--- config.mk ---
export PLATFORM = sky130hd
export DESIGN_NAME = shexp_sequencer
export DESIGN_NICKNAME = d
export VERILOG_FILES = /design/src/shexp_pkg.sv /design/src/shexp_tick_gen.sv /design/src/shexp_trig_sync.sv /design/src/shexp_sequencer.sv
export SDC_FILE = /design/constraint.sdc
export NUM_CORES = 1
export LEC_CHECK = 0
export ABC_AREA = 1
export BUFFER_PORTS_ARGS = -buffer_cell sky130_fd_sc_hd__buf_2
export CORE_MARGIN = 2
export CORE_UTILIZATION = 55
export CTS_CLUSTER_DIAMETER = 120
export DETAILED_ROUTE_END_ITERATION = 6
export PLACE_DENSITY = 0.75
export SLEW_MARGIN = 15
export SYNTH_ARGS = -nofsm -noshare
export SYNTH_HDL_FRONTEND = slang
export SYNTH_SLANG_ARGS = --single-unit
--- constraint.sdc ---
create_clock -name pclk -period 6.01 [get_ports pclk]
set_input_delay 1.202 -clock pclk [delete_from_list [all_inputs] [get_ports pclk]]
set_output_delay 1.202 -clock pclk [all_outputs]
set_load 0.05 [all_outputs]
--- src/shexp_pkg.sv ---
package shexp_pkg;
  // clock and time base
  localparam int CLK_PS = 4000;
  localparam int BASE_SER_PS = 16129;
  localparam int BASE_PAR_PS = 64516;
  localparam int BASE_SER_CYC = (BASE_SER_PS + CLK_PS - 1) / CLK_PS;
  localparam int BASE_PAR_CYC = (BASE_PAR_PS + CLK_PS - 1) / CLK_PS;
  localparam int TRIG_MIN_NS = 100;
  localparam int TRIG_MIN_CYC = (TRIG_MIN_NS * 1000 + CLK_PS - 1) / CLK_PS;
  localparam int FOT_CYCLES = 64;
  // register byte offsets
  localparam logic [7:0] ADDR_CTRL = 8'h00;
  localparam logic [7:0] ADDR_FRAME_LEN = 8'h04;
  localparam logic [7:0] ADDR_EXPOSURE = 8'h08;
  localparam logic [7:0] ADDR_RESET_HOLD = 8'h0C;
  localparam logic [7:0] ADDR_PRESCALE = 8'h10;
  localparam logic [7:0] ADDR_PADDING = 8'h14;
  localparam logic [7:0] ADDR_ACTIVE = 8'h18;
  localparam logic [7:0] ADDR_LINE_LEN = 8'h1C;
  localparam logic [7:0] ADDR_STATUS = 8'h20;
  // control field positions
  localparam int CTRL_MODE_LSB = 0;
  localparam int CTRL_FTS_BIT = 2;
  localparam int CTRL_EN_BIT = 3;
  localparam int CTRL_CHOOSER_LSB = 4;
  // reset values and first-line chooser code
  localparam logic [15:0] RST_FRAME_LEN = 16'h0400;
  localparam logic [15:0] RST_EXPOSURE = 16'h0100;
  localparam logic [15:0] RST_RESET_HOLD = 16'h0010;
  localparam logic [15:0] RST_PRESCALE = 16'h0001;
  localparam logic [15:0] RST_PADDING = 16'h0000;
  localparam logic [15:0] RST_ACTIVE = 16'h0010;
  localparam logic [15:0] RST_LINE_LEN = 16'h0080;
  localparam logic [3:0] CHOOSE_FIRST_LINE = 4'h5;
  // shutter modes
  typedef enum logic [1:0] {
    MODE_PIPE = 2'h0,
    MODE_TRIG = 2'h1,
    MODE_SLAVE = 2'h2,
    MODE_ROLL = 2'h3
  } shexp_mode_t;
  // global shutter sequence states
  typedef enum logic [6:0] {
    ST_IDLE = 7'h01,
    ST_FOT = 7'h02,
    ST_RST = 7'h04,
    ST_ARM = 7'h08,
    ST_WLINE = 7'h10,
    ST_EXP = 7'h20,
    ST_EXT = 7'h40
  } shexp_state_t;
  // pixel array controls
  typedef struct packed {
    logic photodiode_reset;
    logic exposing;
    logic storage_xfer;
    logic line_valid;
    logic padding_row;
  } shexp_seq_t;
endpackage : shexp_pkg

--- src/shexp_tick_gen.sv ---
`timescale 1ns/1ps
module shexp_tick_gen #(
  parameter int BASE_CYC = shexp_pkg::BASE_SER_CYC
) (
  // clock and reset
  input wire logic pclk,
  input wire logic presetn,
  // control
  input wire logic restart,
  input wire logic [15:0] prescale,
  // prescaled tick
  output logic tick
);
  import shexp_pkg::*;
  logic [7:0] bcnt_ff;
  logic [15:0] pcnt_ff;
  logic tick_ff;
  logic [15:0] pre_m1;
  logic base_last;

  // a prescale of zero behaves as one
  assign pre_m1 = (prescale == 16'h0000) ? 16'h0000 : prescale - 16'h0001;
  assign base_last = (bcnt_ff == 8'(BASE_CYC - 1));
  assign tick = tick_ff;

  // base unit counter, then prescale counter
  always_ff @(posedge pclk or negedge presetn) begin
    if (!presetn) begin
      bcnt_ff <= 8'h00;
      pcnt_ff <= 16'h0000;
      tick_ff <= 1'b0;
    end else if (restart) begin
      bcnt_ff <= 8'h00;
      pcnt_ff <= 16'h0000;
      tick_ff <= 1'b0;
    end else begin
      tick_ff <= 1'b0;
      if (base_last) begin
        bcnt_ff <= 8'h00;
        if (pcnt_ff >= pre_m1) begin
          pcnt_ff <= 16'h0000;
          tick_ff <= 1'b1; // RQ2
        end else begin
          pcnt_ff <= pcnt_ff + 16'h0001;
        end
      end else begin
        bcnt_ff <= bcnt_ff + 8'h01;
      end
    end
  end

  // a tick is never followed directly by another one
  property p_tick_gap;
    @(posedge pclk) disable iff (!presetn) tick_ff |=> !tick_ff;
  endproperty
  a_tick_gap: assert property (p_tick_gap) else $error("tick repeated"); // RQ2
endmodule : shexp_tick_gen

--- src/shexp_trig_sync.sv ---
`timescale 1ns/1ps
module shexp_trig_sync (
  // clock and reset
  input wire logic pclk,
  input wire logic presetn,
  // trigger pin
  input wire logic pin,
  // synchronised level and edges
  output logic level,
  output logic rise,
  output logic fall
);
  logic s1_ff;
  logic s2_ff;
  logic s3_ff;
  logic rise_ff;
  logic fall_ff;

  // two-flop synchroniser, third flop for edge detection
  always_ff @(posedge pclk or negedge presetn) begin
    if (!presetn) begin
      s1_ff <= 1'b0;
      s2_ff <= 1'b0;
      s3_ff <= 1'b0;
      rise_ff <= 1'b0;
      fall_ff <= 1'b0;
    end else begin
      s1_ff <= pin; // RQ19
      s2_ff <= s1_ff;
      s3_ff <= s2_ff;
      rise_ff <= s2_ff & ~s3_ff; // RQ19
      fall_ff <= ~s2_ff & s3_ff;
    end
  end

  assign level = s3_ff;
  assign rise = rise_ff;
  assign fall = fall_ff;

  // edges are single pulses
  property p_rise_pulse;
    @(posedge pclk) disable iff (!presetn) rise_ff |=> !rise_ff && !fall_ff;
  endproperty
  a_rise_pulse: assert property (p_rise_pulse) else $error("rise pulse too long"); // RQ19
endmodule : shexp_trig_sync

--- src/shexp_sequencer.sv ---
// Function
// RQ1: pipelined global master timing comes from 16-bit frame length and exposure.
// RQ2: reset hold and exposure counts scale by prescale of base system-clock units.
// RQ3: storage transfer happens in the transfer interval, then all photodiodes reset.
// RQ4: global reset held reset_hold times prescale; release starts exposure.
// RQ5: timer-driven exposure lasts exposure register times prescale.
// RQ6: exposure starting during readout waits for next line start; reset prolonged.
// RQ7: exposure extended until every active line is read out.
// RQ8: frame-time select derives reset duration from frame length minus exposure.
// RQ9: triggered master starts exposure on trigger rise, timed by exposure and prescale.
// RQ10: triggered master ignores trigger fall; controller holds trigger 100 ns.
// RQ11: triggered master extends exposure until last active line is read.
// RQ12: controller keeps trigger low during the transfer interval.
// RQ13: chooser 0x5 flags the first line on status pin; new trigger after it.
// RQ14: slave mode: rise starts exposure, fall starts transfer and readout.
// RQ15: slave mode extends exposure if trigger falls before readout completes.
// RQ16: rolling exposure is a whole number of line times from exposure register.
// RQ17: rolling exposure limited to frame time; padding rows carry no data.
// RQ18: padding row count per rolling frame comes from padding register.
// RQ19: trigger synchronised to system clock and edge-detected before use.
//
// The implementer's own choices: the placing of the registers and the APB slave port.
`timescale 1ns/1ps
module shexp_sequencer #(
  parameter bit PARALLEL_VARIANT = 1'b0,
  parameter int FOT_CYC = shexp_pkg::FOT_CYCLES
) (
  // clock and reset
  input wire logic pclk,
  input wire logic presetn,
  // apb slave
  input wire logic psel,
  input wire logic penable,
  input wire logic pwrite,
  input wire logic [7:0] paddr,
  input wire logic [31:0] pwdata,
  output logic [31:0] prdata,
  output logic pready,
  output logic pslverr,
  // controller pins
  input wire logic exposure_trigger_pin,
  output logic status_out_pin_a,
  // pixel array controls
  output shexp_pkg::shexp_seq_t seq_out,
  output logic [15:0] row_addr,
  output logic [15:0] roll_reset_row
);
  import shexp_pkg::*;
  localparam int BASE_CYC = PARALLEL_VARIANT ? BASE_PAR_CYC : BASE_SER_CYC;

  shexp_mode_t mode_ff;
  logic fts_ff;
  logic enable_ff;
  logic [3:0] chooser_ff;
  logic [15:0] frame_len_ff;
  logic [15:0] exposure_ff;
  logic [15:0] reset_hold_ff;
  logic [15:0] prescale_ff;
  logic [15:0] padding_ff;
  logic [15:0] active_ff;
  logic [15:0] line_len_ff;
  logic [31:0] prdata_ff;
  logic pready_ff;
  logic pslverr_ff;
  shexp_state_t st_ff;
  shexp_state_t nxt_st;
  shexp_state_t exp_entry;
  logic [15:0] ucnt_ff;
  logic tick;
  logic trig_lvl;
  logic trig_rise;
  logic trig_fall;
  logic rd_active_ff;
  logic [15:0] row_ff;
  logic [15:0] lcnt_ff;
  logic [15:0] line_m1;
  logic [16:0] frame_rows;
  logic [16:0] rows_m1;
  logic [16:0] exp_lines;
  logic [16:0] rst_sum;
  logic [16:0] rst_row;
  logic line_start;
  logic line_end;
  logic rd_start;
  logic fot_done;
  logic [15:0] rst_target;
  logic rst_done;
  logic exp_done;
  logic roll;
  shexp_seq_t seq_ff;
  logic status_ff;
  logic [15:0] row_addr_ff;
  logic [15:0] roll_row_ff;

  // offsets answered by the register file
  function automatic logic mapped(input logic [7:0] a);
    mapped = (a <= ADDR_STATUS) && (a[1:0] == 2'b00);
  endfunction : mapped

  assign roll = (mode_ff == MODE_ROLL);

  // apb handshake: one wait-free access phase
  always_ff @(posedge pclk or negedge presetn) begin
    if (!presetn) begin
      pready_ff <= 1'b0;
      pslverr_ff <= 1'b0;
    end else begin
      pready_ff <= psel & ~penable;
      pslverr_ff <= psel & ~penable & ~mapped(paddr);
    end
  end

  // read data captured in the setup cycle
  always_ff @(posedge pclk or negedge presetn) begin
    if (!presetn) begin
      prdata_ff <= 32'h0000_0000;
    end else if (psel && !penable && !pwrite) begin
      case (paddr)
        ADDR_CTRL: prdata_ff <= {24'h000000, chooser_ff, enable_ff, fts_ff, mode_ff};
        ADDR_FRAME_LEN: prdata_ff <= {16'h0000, frame_len_ff};
        ADDR_EXPOSURE: prdata_ff <= {16'h0000, exposure_ff};
        ADDR_RESET_HOLD: prdata_ff <= {16'h0000, reset_hold_ff};
        ADDR_PRESCALE: prdata_ff <= {16'h0000, prescale_ff};
        ADDR_PADDING: prdata_ff <= {16'h0000, padding_ff};
        ADDR_ACTIVE: prdata_ff <= {16'h0000, active_ff};
        ADDR_LINE_LEN: prdata_ff <= {16'h0000, line_len_ff};
        ADDR_STATUS: prdata_ff <= {row_ff, 7'h00, trig_lvl, rd_active_ff, st_ff};
        default: prdata_ff <= 32'h0000_0000;
      endcase
    end
  end

  assign prdata = prdata_ff;
  assign pready = pready_ff;
  assign pslverr = pslverr_ff;

  // configuration registers, written at the access edge
  always_ff @(posedge pclk or negedge presetn) begin
    if (!presetn) begin
      mode_ff <= MODE_PIPE;
      fts_ff <= 1'b0;
      enable_ff <= 1'b0;
      chooser_ff <= 4'h0;
      frame_len_ff <= RST_FRAME_LEN;
      exposure_ff <= RST_EXPOSURE;
      reset_hold_ff <= RST_RESET_HOLD;
      prescale_ff <= RST_PRESCALE;
      padding_ff <= RST_PADDING;
      active_ff <= RST_ACTIVE;
      line_len_ff <= RST_LINE_LEN;
    end else if (psel && penable && pready_ff && pwrite) begin
      case (paddr)
        ADDR_CTRL: begin
          mode_ff <= shexp_mode_t'(pwdata[CTRL_MODE_LSB +: 2]);
          fts_ff <= pwdata[CTRL_FTS_BIT];
          enable_ff <= pwdata[CTRL_EN_BIT];
          chooser_ff <= pwdata[CTRL_CHOOSER_LSB +: 4];
        end
        ADDR_FRAME_LEN: frame_len_ff <= pwdata[15:0]; // RQ1
        ADDR_EXPOSURE: exposure_ff <= pwdata[15:0]; // RQ1
        ADDR_RESET_HOLD: reset_hold_ff <= pwdata[15:0];
        ADDR_PRESCALE: prescale_ff <= pwdata[15:0];
        ADDR_PADDING: padding_ff <= pwdata[15:0]; // RQ18
        ADDR_ACTIVE: active_ff <= pwdata[15:0];
        ADDR_LINE_LEN: line_len_ff <= pwdata[15:0];
        default: ;
      endcase
    end
  end

  // prescaled time base, restarted on every state change
  shexp_tick_gen #(.BASE_CYC(BASE_CYC)) u_tick (
    .pclk(pclk),
    .presetn(presetn),
    .restart(nxt_st != st_ff),
    .prescale(prescale_ff),
    .tick(tick)
  );

  // trigger pin brought into the clock domain
  shexp_trig_sync u_trig (
    .pclk(pclk),
    .presetn(presetn),
    .pin(exposure_trigger_pin),
    .level(trig_lvl),
    .rise(trig_rise),
    .fall(trig_fall)
  );

  // line and frame geometry; padding rows only in rolling mode
  assign line_m1 = (line_len_ff == 16'h0000) ? 16'h0000 : line_len_ff - 16'h0001;
  assign frame_rows = {1'b0, active_ff} + (roll ? {1'b0, padding_ff} : 17'h00000); // RQ17 RQ18
  assign rows_m1 = (frame_rows == 17'h00000) ? 17'h00000 : frame_rows - 17'h00001;
  assign line_start = rd_active_ff && (lcnt_ff == 16'h0000);
  assign line_end = rd_active_ff && (lcnt_ff == line_m1);
  assign fot_done = (st_ff == ST_FOT) && (ucnt_ff == 16'(FOT_CYC - 1));
  assign rd_start = fot_done || (roll && enable_ff && !rd_active_ff);

  // readout engine: one row per line time, start of line is the overhead slot
  always_ff @(posedge pclk or negedge presetn) begin
    if (!presetn) begin
      rd_active_ff <= 1'b0;
      row_ff <= 16'h0000;
      lcnt_ff <= 16'h0000;
    end else if (rd_start) begin
      rd_active_ff <= 1'b1;
      row_ff <= 16'h0000;
      lcnt_ff <= 16'h0000;
    end else if (rd_active_ff) begin
      if (line_end) begin
        lcnt_ff <= 16'h0000;
        if ({1'b0, row_ff} >= rows_m1) begin
          rd_active_ff <= 1'b0;
        end else begin
          row_ff <= row_ff + 16'h0001;
        end
      end else begin
        lcnt_ff <= lcnt_ff + 16'h0001;
      end
    end
  end

  // reset duration, either direct or derived from frame time
  always_comb begin
    rst_target = reset_hold_ff; // RQ4
    if (fts_ff) begin
      rst_target = (frame_len_ff > exposure_ff) ? frame_len_ff - exposure_ff : 16'h0000; // RQ8
    end
  end

  assign rst_done = (ucnt_ff >= rst_target); // RQ2
  assign exp_done = (ucnt_ff >= exposure_ff); // RQ5
  assign exp_entry = (rd_active_ff && !line_start) ? ST_WLINE : ST_EXP; // RQ6

  // global shutter sequence
  always_comb begin
    nxt_st = st_ff;
    case (st_ff)
      ST_IDLE: begin
        if (mode_ff == MODE_PIPE) begin
          nxt_st = ST_FOT;
        end else begin
          nxt_st = ST_ARM;
        end
      end
      ST_FOT: begin
        if (fot_done) begin
          nxt_st = (mode_ff == MODE_PIPE) ? ST_RST : ST_ARM; // RQ3
        end
      end
      ST_RST: begin
        if (rst_done) begin
          nxt_st = exp_entry; // RQ4
        end
      end
      ST_ARM: begin
        if (trig_rise) begin
          nxt_st = exp_entry; // RQ9 RQ14
        end
      end
      ST_WLINE: begin
        if (line_start || !rd_active_ff) begin
          nxt_st = ST_EXP; // RQ6
        end
      end
      ST_EXP: begin
        if (mode_ff == MODE_SLAVE) begin
          if (trig_fall) begin
            nxt_st = rd_active_ff ? ST_EXT : ST_FOT; // RQ14 RQ15
          end
        end else if (exp_done) begin // RQ10
          nxt_st = rd_active_ff ? ST_EXT : ST_FOT; // RQ7 RQ11
        end
      end
      ST_EXT: begin
        if (!rd_active_ff) begin
          nxt_st = ST_FOT; // RQ7
        end
      end
      default: nxt_st = ST_IDLE;
    endcase
    if (!enable_ff || roll) begin
      nxt_st = ST_IDLE;
    end
  end

  // state register
  always_ff @(posedge pclk or negedge presetn) begin
    if (!presetn) begin
      st_ff <= ST_IDLE;
    end else begin
      st_ff <= nxt_st;
    end
  end

  // unit counter: cycles in transfer, prescaled ticks elsewhere
  always_ff @(posedge pclk or negedge presetn) begin
    if (!presetn) begin
      ucnt_ff <= 16'h0000;
    end else if (nxt_st != st_ff) begin
      ucnt_ff <= 16'h0000;
    end else if ((tick || st_ff == ST_FOT) && ucnt_ff != 16'hFFFF) begin
      ucnt_ff <= ucnt_ff + 16'h0001; // RQ2
    end
  end

  // rolling reset pointer leads the read row by the exposure in lines
  assign exp_lines = ({1'b0, exposure_ff} > frame_rows) ? frame_rows : {1'b0, exposure_ff}; // RQ17
  assign rst_sum = {1'b0, row_ff} + exp_lines; // RQ16
  assign rst_row = (rst_sum >= frame_rows) ? rst_sum - frame_rows : rst_sum;

  // registered array controls and status pin
  always_ff @(posedge pclk or negedge presetn) begin
    if (!presetn) begin
      seq_ff <= '0;
      status_ff <= 1'b0;
      row_addr_ff <= 16'h0000;
      roll_row_ff <= 16'h0000;
    end else begin
      seq_ff.photodiode_reset <= !roll && (nxt_st == ST_IDLE || nxt_st == ST_RST
                                 || nxt_st == ST_ARM || nxt_st == ST_WLINE); // RQ3 RQ6
      seq_ff.exposing <= roll ? enable_ff : (nxt_st == ST_EXP || nxt_st == ST_EXT);
      seq_ff.storage_xfer <= (nxt_st == ST_FOT); // RQ3
      seq_ff.line_valid <= rd_active_ff && (row_ff < active_ff);
      seq_ff.padding_row <= rd_active_ff && (row_ff >= active_ff); // RQ17
      status_ff <= (chooser_ff == CHOOSE_FIRST_LINE) && rd_active_ff && (row_ff == 16'h0000); // RQ13
      row_addr_ff <= row_ff;
      roll_row_ff <= roll ? rst_row[15:0] : 16'h0000; // RQ16
    end
  end

  assign seq_out = seq_ff;
  assign status_out_pin_a = status_ff;
  assign row_addr = row_addr_ff;
  assign roll_reset_row = roll_row_ff;

  // assertions
  property p_fot_to_reset;
    @(posedge pclk) disable iff (!presetn)
      fot_done && enable_ff && !roll |=> seq_ff.photodiode_reset ##0 !seq_ff.storage_xfer;
  endproperty
  a_fot_to_reset: assert property (p_fot_to_reset) else $error("no reset after transfer"); // RQ3

  property p_reset_hold;
    @(posedge pclk) disable iff (!presetn)
      st_ff == ST_RST && !rst_done |=> st_ff == ST_RST || !enable_ff || roll;
  endproperty
  a_reset_hold: assert property (p_reset_hold) else $error("reset released early"); // RQ4

  property p_exp_timer;
    @(posedge pclk) disable iff (!presetn)
      st_ff == ST_EXP && mode_ff != MODE_SLAVE && !exp_done && enable_ff |=> st_ff == ST_EXP;
  endproperty
  a_exp_timer: assert property (p_exp_timer) else $error("exposure ended early"); // RQ5

  property p_line_sync;
    @(posedge pclk) disable iff (!presetn)
      st_ff == ST_WLINE && rd_active_ff && !line_start && enable_ff |=> st_ff == ST_WLINE;
  endproperty
  a_line_sync: assert property (p_line_sync) else $error("exposure not line aligned"); // RQ6

  property p_extend;
    @(posedge pclk) disable iff (!presetn)
      st_ff == ST_EXT && rd_active_ff && enable_ff |=> seq_ff.exposing && !seq_ff.storage_xfer;
  endproperty
  a_extend: assert property (p_extend) else $error("exposure not extended"); // RQ7

  property p_trig_start;
    @(posedge pclk) disable iff (!presetn)
      st_ff == ST_ARM && trig_rise && enable_ff && !roll |=> st_ff == ST_EXP || st_ff == ST_WLINE;
  endproperty
  a_trig_start: assert property (p_trig_start) else $error("trigger rise ignored"); // RQ9

  property p_fall_ignored;
    @(posedge pclk) disable iff (!presetn)
      mode_ff == MODE_TRIG && st_ff == ST_EXP && trig_fall && !exp_done && enable_ff |=> st_ff == ST_EXP;
  endproperty
  a_fall_ignored: assert property (p_fall_ignored) else $error("falling edge acted on"); // RQ10

  property p_slave_fall;
    @(posedge pclk) disable iff (!presetn)
      mode_ff == MODE_SLAVE && st_ff == ST_EXP && trig_fall && enable_ff
      |=> (st_ff == ST_EXT) == $past(rd_active_ff);
  endproperty
  a_slave_fall: assert property (p_slave_fall) else $error("slave fall handled wrongly"); // RQ15

  property p_first_line;
    @(posedge pclk) disable iff (!presetn)
      chooser_ff == CHOOSE_FIRST_LINE && $rose(rd_active_ff) |=> status_ff;
  endproperty
  a_first_line: assert property (p_first_line) else $error("first line not flagged"); // RQ13

  property p_roll_rows;
    @(posedge pclk) disable iff (!presetn)
      roll && rd_active_ff && frame_rows != 17'h00000 |-> {1'b0, row_ff} <= rows_m1;
  endproperty
  a_roll_rows: assert property (p_roll_rows) else $error("row beyond frame"); // RQ18

  // main scenarios
  c_pipe_frame: cover property (@(posedge pclk) disable iff (!presetn)
    mode_ff == MODE_PIPE && st_ff == ST_EXT ##1 st_ff == ST_FOT);
  c_trig_line_wait: cover property (@(posedge pclk) disable iff (!presetn)
    mode_ff == MODE_TRIG && st_ff == ST_WLINE ##1 st_ff == ST_EXP);
  c_slave_extend: cover property (@(posedge pclk) disable iff (!presetn)
    mode_ff == MODE_SLAVE && st_ff == ST_EXT);
  c_roll_padding: cover property (@(posedge pclk) disable iff (!presetn)
    roll && seq_ff.padding_row);
endmodule : shexp_sequencer

==> results_dict.tcl, run 1 <==
set metrics [dict create \
    status "finished with violations" \
    failed_checks "DRC, setup timing" \
    place_congestion 0.962 \
    cp-end-kind "flip-flop" \
    cp.required_ps 6530 \
    first_iter_violations 2370 \
    synth_fp_nets 2946 \
    final_nets 3258 \
    wl_mm 69.2 \
    cpLargestDelayFamily "simple AND/OR/NAND/NOR gates" \
    synth_seq_cells 278 \
    first_pass_iters 7 \
    io_buffer_count 101 \
    netlist-cell-type-count 58 \
    path_buf_inv 8 \
    cp-start-kind "flip-flop" \
    die_area_um2 37800 \
    syn_area_um2 19900 \
    relSlewSlack 0.317 \
    coreArea_um2 35700 \
    grt_overflow 0 \
    cts.sinks 278 \
    hpwlAfterDp_mm 48.4 \
    cts_root_buffer "clkbuf_16" \
    synth_cells 2726 \
    htree_levels 1 \
    cts_buffers 31 \
    die_w_um 194 \
    tightest_slew_ps 1020 \
    grt_pass1_wl_mm 106 \
    cts_tree "built" \
    critPathArrivalTime_ps 7000 \
    clkLatencyLatePin_ps 600 \
    fin_skew_ps 28.6 \
    cts_max_path_buffers 3 \
    maxSlewViolCount 0 \
    seq_area_frac_synth 0.350 \
    ys_warn_count 0 \
    antenna_found_initial 2 \
    drive_gt1_frac 0.211 \
    ant_nets 0 \
    avgViaCountPerCell 5.92 \
    rsz0062_at_grt "true" \
    grt_max_degree 120 \
    die_h_um 194 \
    finalPower_mw 4.68 \
    drc 16 \
    wl_per_cell_um 19.6 \
    fmax_ghz 0.154 \
    critPathSlowestCell "dfrtp_1" \
    setup_violations 16 \
    hp-class "flip-flop to flip-flop" \
    rows 69 \
    grt_use_total 0.354 \
    num_vias 20900 \
    timing.final.ws_setup_ps -468 \
    p_leak_nw 12.6 \
    final_util 0.697 \
    first_global_vias 19800 \
    synth_ff_type "dfrtp_1" \
    synth_edf_count 0 \
    ios 118 \
    peakVddDrop_mv 0.248 \
    start_util 0.559 \
    ctsHoldBuffers 0 \
    path_clk_slew_ps 70 \
    post-route-min-period_ps 6480 \
    hold_viol 0 \
    cp_max_fo 7 \
    area_growth_syn_to_layout_pct 24.7 \
    synth_area_per_cell_um2 7.31 \
    layout.cells.non_filler 3524 \
    max_cap_viol_count 0 \
    finalCritPeriodShare 1.08 \
    async_flop_share 1.00 \
    crit_type "flip-flop to flip-flop" \
    slowest_delay_ps 400 \
    p_per_area_nw_per_um2 188 \
    dp_cells 3394 \
]
[logic make-up after synthesis]
logic type / after synthesis / share of synthesized area
AOI/OAI and AO/OA: 488 / 0.136
xor gates and xnor gates: 112 / 0.0500
adders and majority gates: 174 / 0.111
buffers and inverters: 431 / 0.0838
DFF: 278 / 0.350
muxes: 1 / 0.000502
and+or+nand+nor: 1242 / 0.269
[power breakdown]
part / total (mW) / internal, mW / switching (mW) / leakage [nW]
Clock: 1.98 / 1.15 / 0.834 / 0.510
Sequential: 1.97 / 1.92 / 0.0498 / 3.82
Combinational: 0.721 / 0.266 / 0.455 / 8.30
Total: 4.68 / 3.34 / 1.34 / 12.6
[state kept, by name (all words and copies together) (netlist names), 16 cells and up]
name            cells
prdata             32
reset_hold_ff      16
ucnt_ff            16
line_len_ff        16
roll_reset_row     16
row_ff             16
row_addr           16
padding_ff         16
active_ff          16
frame_len_ff       16
lcnt_ff            16
exposure_ff        16
prescale_ff        16
u_tick.pcnt_ff     16
[cell usage in the layout, fill, tap and decap left out, drive strengths merged, types with 3 or more instances in the layout]
cell and instances:
o211ai 10, nor2 262, nand3b 9, a21o 10
nand3 150, nand2 666, nor4 12, o221ai 8
dfstp 7, o21bai 10, clkinvlp 4, inv 373
o21a 4, bufinv 3, a211oi 4, a21oi 148
xnor2 21, xor2 91, buf 337, or2 11
nor3 66, ha 170, clkinv 9, fa 4
o21ai 227, nand4 62, a221oi 10, clkbuf 41
dfrtp 271, a31oi 9, o22ai 33, o2111ai 7
[routing by layer]
metal  vias up  global-route usage  part of all wire
met1      9836               0.485              0.40
met4         2               0.150             0.053
met5         -                   0           0.00026
li1       9620                   -                 -
met3       311              0.0481              0.10
met2      1107               0.566              0.45
[cells in the mapped netlist, types with 8 or more instances]
library cell / count / share of area
o21bai_1: 9 / 0.0034
xor2_1: 90 / 0.040
a31oi_1: 9 / 0.0028
o211ai_1: 10 / 0.0038
nand2_2: 15 / 0.0047
dfrtp_1: 271 / 0.34
xnor2_1: 20 / 0.0088
nand3_1: 144 / 0.036
a21o_1: 10 / 0.0038
a221oi_1: 10 / 0.0044
inv_2: 9 / 0.0017
a21oi_1: 148 / 0.037
nor2_1: 252 / 0.047
o221ai_1: 8 / 0.0035
inv_1: 362 / 0.068
o21ai_1: 15 / 0.0038
nand3b_1: 9 / 0.0034
nand4_1: 60 / 0.019
o22ai_1: 33 / 0.010
nor4_1: 12 / 0.0038
ha_1: 170 / 0.11
o21ai_0: 211 / 0.053
nand2_1: 646 / 0.12
or2_2: 10 / 0.0031
clkbuf_1: 41 / 0.0077
nor3_1: 64 / 0.016
buf_2: 9 / 0.0023
nor2_2: 9 / 0.0028
[path summary, 6_finish.rpt]
check                                endpoint  slack [ps]  depth (start not counted)         start
min                              u_trig.s2_ff         360                          0  u_trig.s1_ff
min in group asynchronous     line_len_ff[15]         690                          1       presetn
max in group asynchronous    frame_len_ff[13]        4030                          2       presetn
max reg2reg                roll_reset_row[13]        -470                         40    mode_ff[0]
max                        roll_reset_row[13]        -470                         40    mode_ff[0]
min reg2reg                      u_trig.s2_ff         360                          0  u_trig.s1_ff
[stage by stage]
stage	worst slack (ps)	setup TNS, ps	hold WS [ps]	cell area [um2]
2_1_floorplan	13.2	0	331	19900
3_3_place_gp	-330	-4340	340	22000
3_5_place_dp	-474	-6860	346	22000
4_1_cts	-0.686	-0.686	360	24200
5_1_grt	-713	-10690	366	24800
6_report	-468	-6860	361	24800
[area by class of cell]
type	instances	area (um2)
Multi-Input combinational cell	2017	12400
Fill cell	2759	10800
Sequential cell	278	6970
Timing Repair Buffer	337	2430
Inverter	373	1410
Clock buffer	41	873
Tap cell	461	577
Clock inverter	16	176
Antenna cell	1	2.50
[what timing repair did]
item | CTS | global route
setup buffers | 49 | 22
gates cloned | 3 | 0
pin swaps | 77 | 86
gates resized for setup | 151 | 96
endpoints found under the setup margin | 16 | 16
Power figures use the tool's default switching activity.
==> inputs of run 2 (changes only) <==
Settings changed: BUFFER_PORTS_ARGS -buffer_cell sky130_fd_sc_hd__buf_2 to unset, DONT_BUFFER_PORTS set to 1, PLACE_DENSITY 0.75 to 0.72.
==> run 2 against run 1 <==
Critical endpoint is now roll_reset_row[1]. Global-route usage down 0.80 points. Largest cell class unchanged. Combinational power down 4.7%. Worst setup slack better by 130 ps. The run still ends with DRC, setup timing left.
==> results_dict.tcl, run 2 (synthesis results as in run 1) <==
set metrics [dict create \
    cpMostUsedCell "nand2_2" \
    clkLatencyLatePin_ps 600 \
    wl_per_cell_um 20.0 \
    timing.hold.ws_ps 310 \
    first_iter_violations 2057 \
    io_buffer_count 0 \
    hold_viol 0 \
    path_buf_inv 8 \
    cts.sinks 278 \
    drc 10 \
    rows 69 \
    p_leak_nw 12.2 \
    final_util 0.685 \
    timing.final.ws_setup_ps -333 \
    relSlewSlack 0.254 \
    largest_register_ffs 32 \
    diodes 0 \
    fin_skew_ps 25.6 \
    grt_overflow 0 \
    grt_use_total 0.346 \
    grt_max_degree 279 \
    final_cell_mix "nand2_1, inv_1, dfrtp_1" \
    setup_violations 16 \
    antenna_found_initial 2 \
    ios 118 \
    first_pass_iters 7 \
    place_congestion 1.02 \
    cp-start-kind "flip-flop" \
    p_per_area_nw_per_um2 195 \
    crit_type "flip-flop to flip-flop" \
    ant_nets 0 \
    slowest_delay_ps 390 \
    cp_max_fo 8 \
    final_common_cell "nand2_1" \
    coreArea_um2 35700 \
    critPathArrivalTime_ps 6810 \
    path_clk_slew_ps 60 \
    cts_buffers 31 \
    cpLargestDelayFamily "simple AND/OR/NAND/NOR gates" \
    layout.cells.non_filler 3408 \
    drive_gt1_frac 0.180 \
    cp.required_ps 6470 \
    maxSlewViolCount 0 \
    grt_pass1_wl_mm 103 \
    hpwlAfterDp_mm 48.2 \
    fmax_ghz 0.158 \
    start_util 0.559 \
    status "finished with violations" \
    cts_root_buffer "clkbuf_16" \
    avgViaCountPerCell 5.91 \
    failed_checks "DRC, setup timing" \
    max_cap_viol_count 0 \
    die_area_um2 37800 \
    cp-end-kind "flip-flop" \
    num_vias 20100 \
    hp-class "input pin to async pin" \
    rsz0062_at_grt "true" \
    wl_mm 68.3 \
    post-route-min-period_ps 6340 \
    peakVddDrop_mv 0.229 \
    first_global_vias 18800 \
    final_nets 3142 \
    place_area_um2 21500 \
    tightest_slew_ps 1110 \
    finalCritPeriodShare 1.06 \
    final_area_um2 24400 \
    cts_tree "built" \
    crit_cells 44 \
    die_w_um 194 \
    die_h_um 194 \
    ctsHoldBuffers 0 \
    nFillCells 2816 \
    cts_max_path_buffers 3 \
    critPathSlowestCell "dfrtp_1" \
    htree_levels 1 \
    rr_worst_depth 44 \
    area_growth_syn_to_layout_pct 22.6 \
    dp_cells 3294 \
]
## run 2: changes by cell type in the layout (fill, tap and decap cells not counted), sizes merged
cell / previous run / this run
buf: 337 / 220
clkinv: 9 / 5
bufinv: 3 / 6
clkbuf: 41 / 48
clkinvlp: 4 / 0
diode: 1 / 0
## run 2: final cells by class
| type | count | area [um2] | share of cell area |
|---|---|---|---|
| timing repair buffer | 221 | 1810 | 0.0739 |
| clock buffer | 47 | 906 | 0.0371 |
| sequential | 278 | 6970 | 0.285 |
| tap | 461 | 577 | 0.0236 |
| multi-input combinational | 2017 | 12600 | 0.514 |
| clock inverter | 11 | 213 | 0.00871 |
| inverter | 373 | 1400 | 0.0574 |
## run 2: report_power, final
| group | total, mW | switching (mW) | internal [mW] | leakage [nW] |
|---|---|---|---|---|
| Clock | 2.10 | 0.812 | 1.29 | 0.549 |
| Combinational | 0.687 | 0.422 | 0.265 | 7.80 |
| Sequential | 1.97 | 0.0526 | 1.92 | 3.82 |
| Total | 4.77 | 1.29 | 3.48 | 12.2 |
## run 2: worst register-to-register path, delay by kind of cell, from the launching register on
| kind | cells | cell delay [ps] |
|---|---|---|
| flip-flops | 1 | 390 |
| AO/OA/AOI/OAI | 5 | 660 |
| adder cells (fa/ha/maj) | 4 | 1210 |
| buffers and inverters | 8 | 830 |
| AND/OR/NAND/NOR | 26 | 3040 |
| XOR/XNOR | 1 | 140 |
## run 2: timing repair
| action | in CTS | in global routing |
|---|---|---|
| gates resized for setup | 138 | 133 |
| pin swaps | 86 | 101 |
| cloned | 4 | 1 |
| setup buffers | 35 | 21 |
| endpoints found under the hold margin | 0 | 0 |
| endpoints found under the setup margin | 16 | 16 |
## run 2: metal layers
layer  GRT usage  share of wire  vias to the layer above
met2       0.552           0.45                     1004
met1       0.467           0.41                     9533
li1            -              -                     9387
met4       0.130          0.044                        2
met3      0.0673          0.097                      216
met5           0        0.00026                        -
## run 2: worst paths after layout
| kind | startpoint | end | slack, ps |
|---|---|---|---|
| setup reg to reg | mode_ff[1] | roll_reset_row[1] | -330 |
| hold reg to reg | u_trig.s1_ff | u_trig.s2_ff | 350 |
| max in group asynchronous | presetn | roll_reset_row[2] | 4990 |
| setup / recovery | mode_ff[1] | roll_reset_row[1] | -330 |
| min in group pclk | u_trig.s1_ff | u_trig.s2_ff | 350 |
| hold / removal | presetn | lcnt_ff[14] | 310 |
## run 2: metrics by stage
step	worst slack [ps]	setup TNS, ps	total power [mW]
after floorplan	13.2	0	2.45
after global placement	-378	-4790	2.58
after detailed placement	-602	-8210	2.61
after CTS	-113	-694	4.74
after global routing	-686	-9570	4.93
final	-333	-4900	4.77
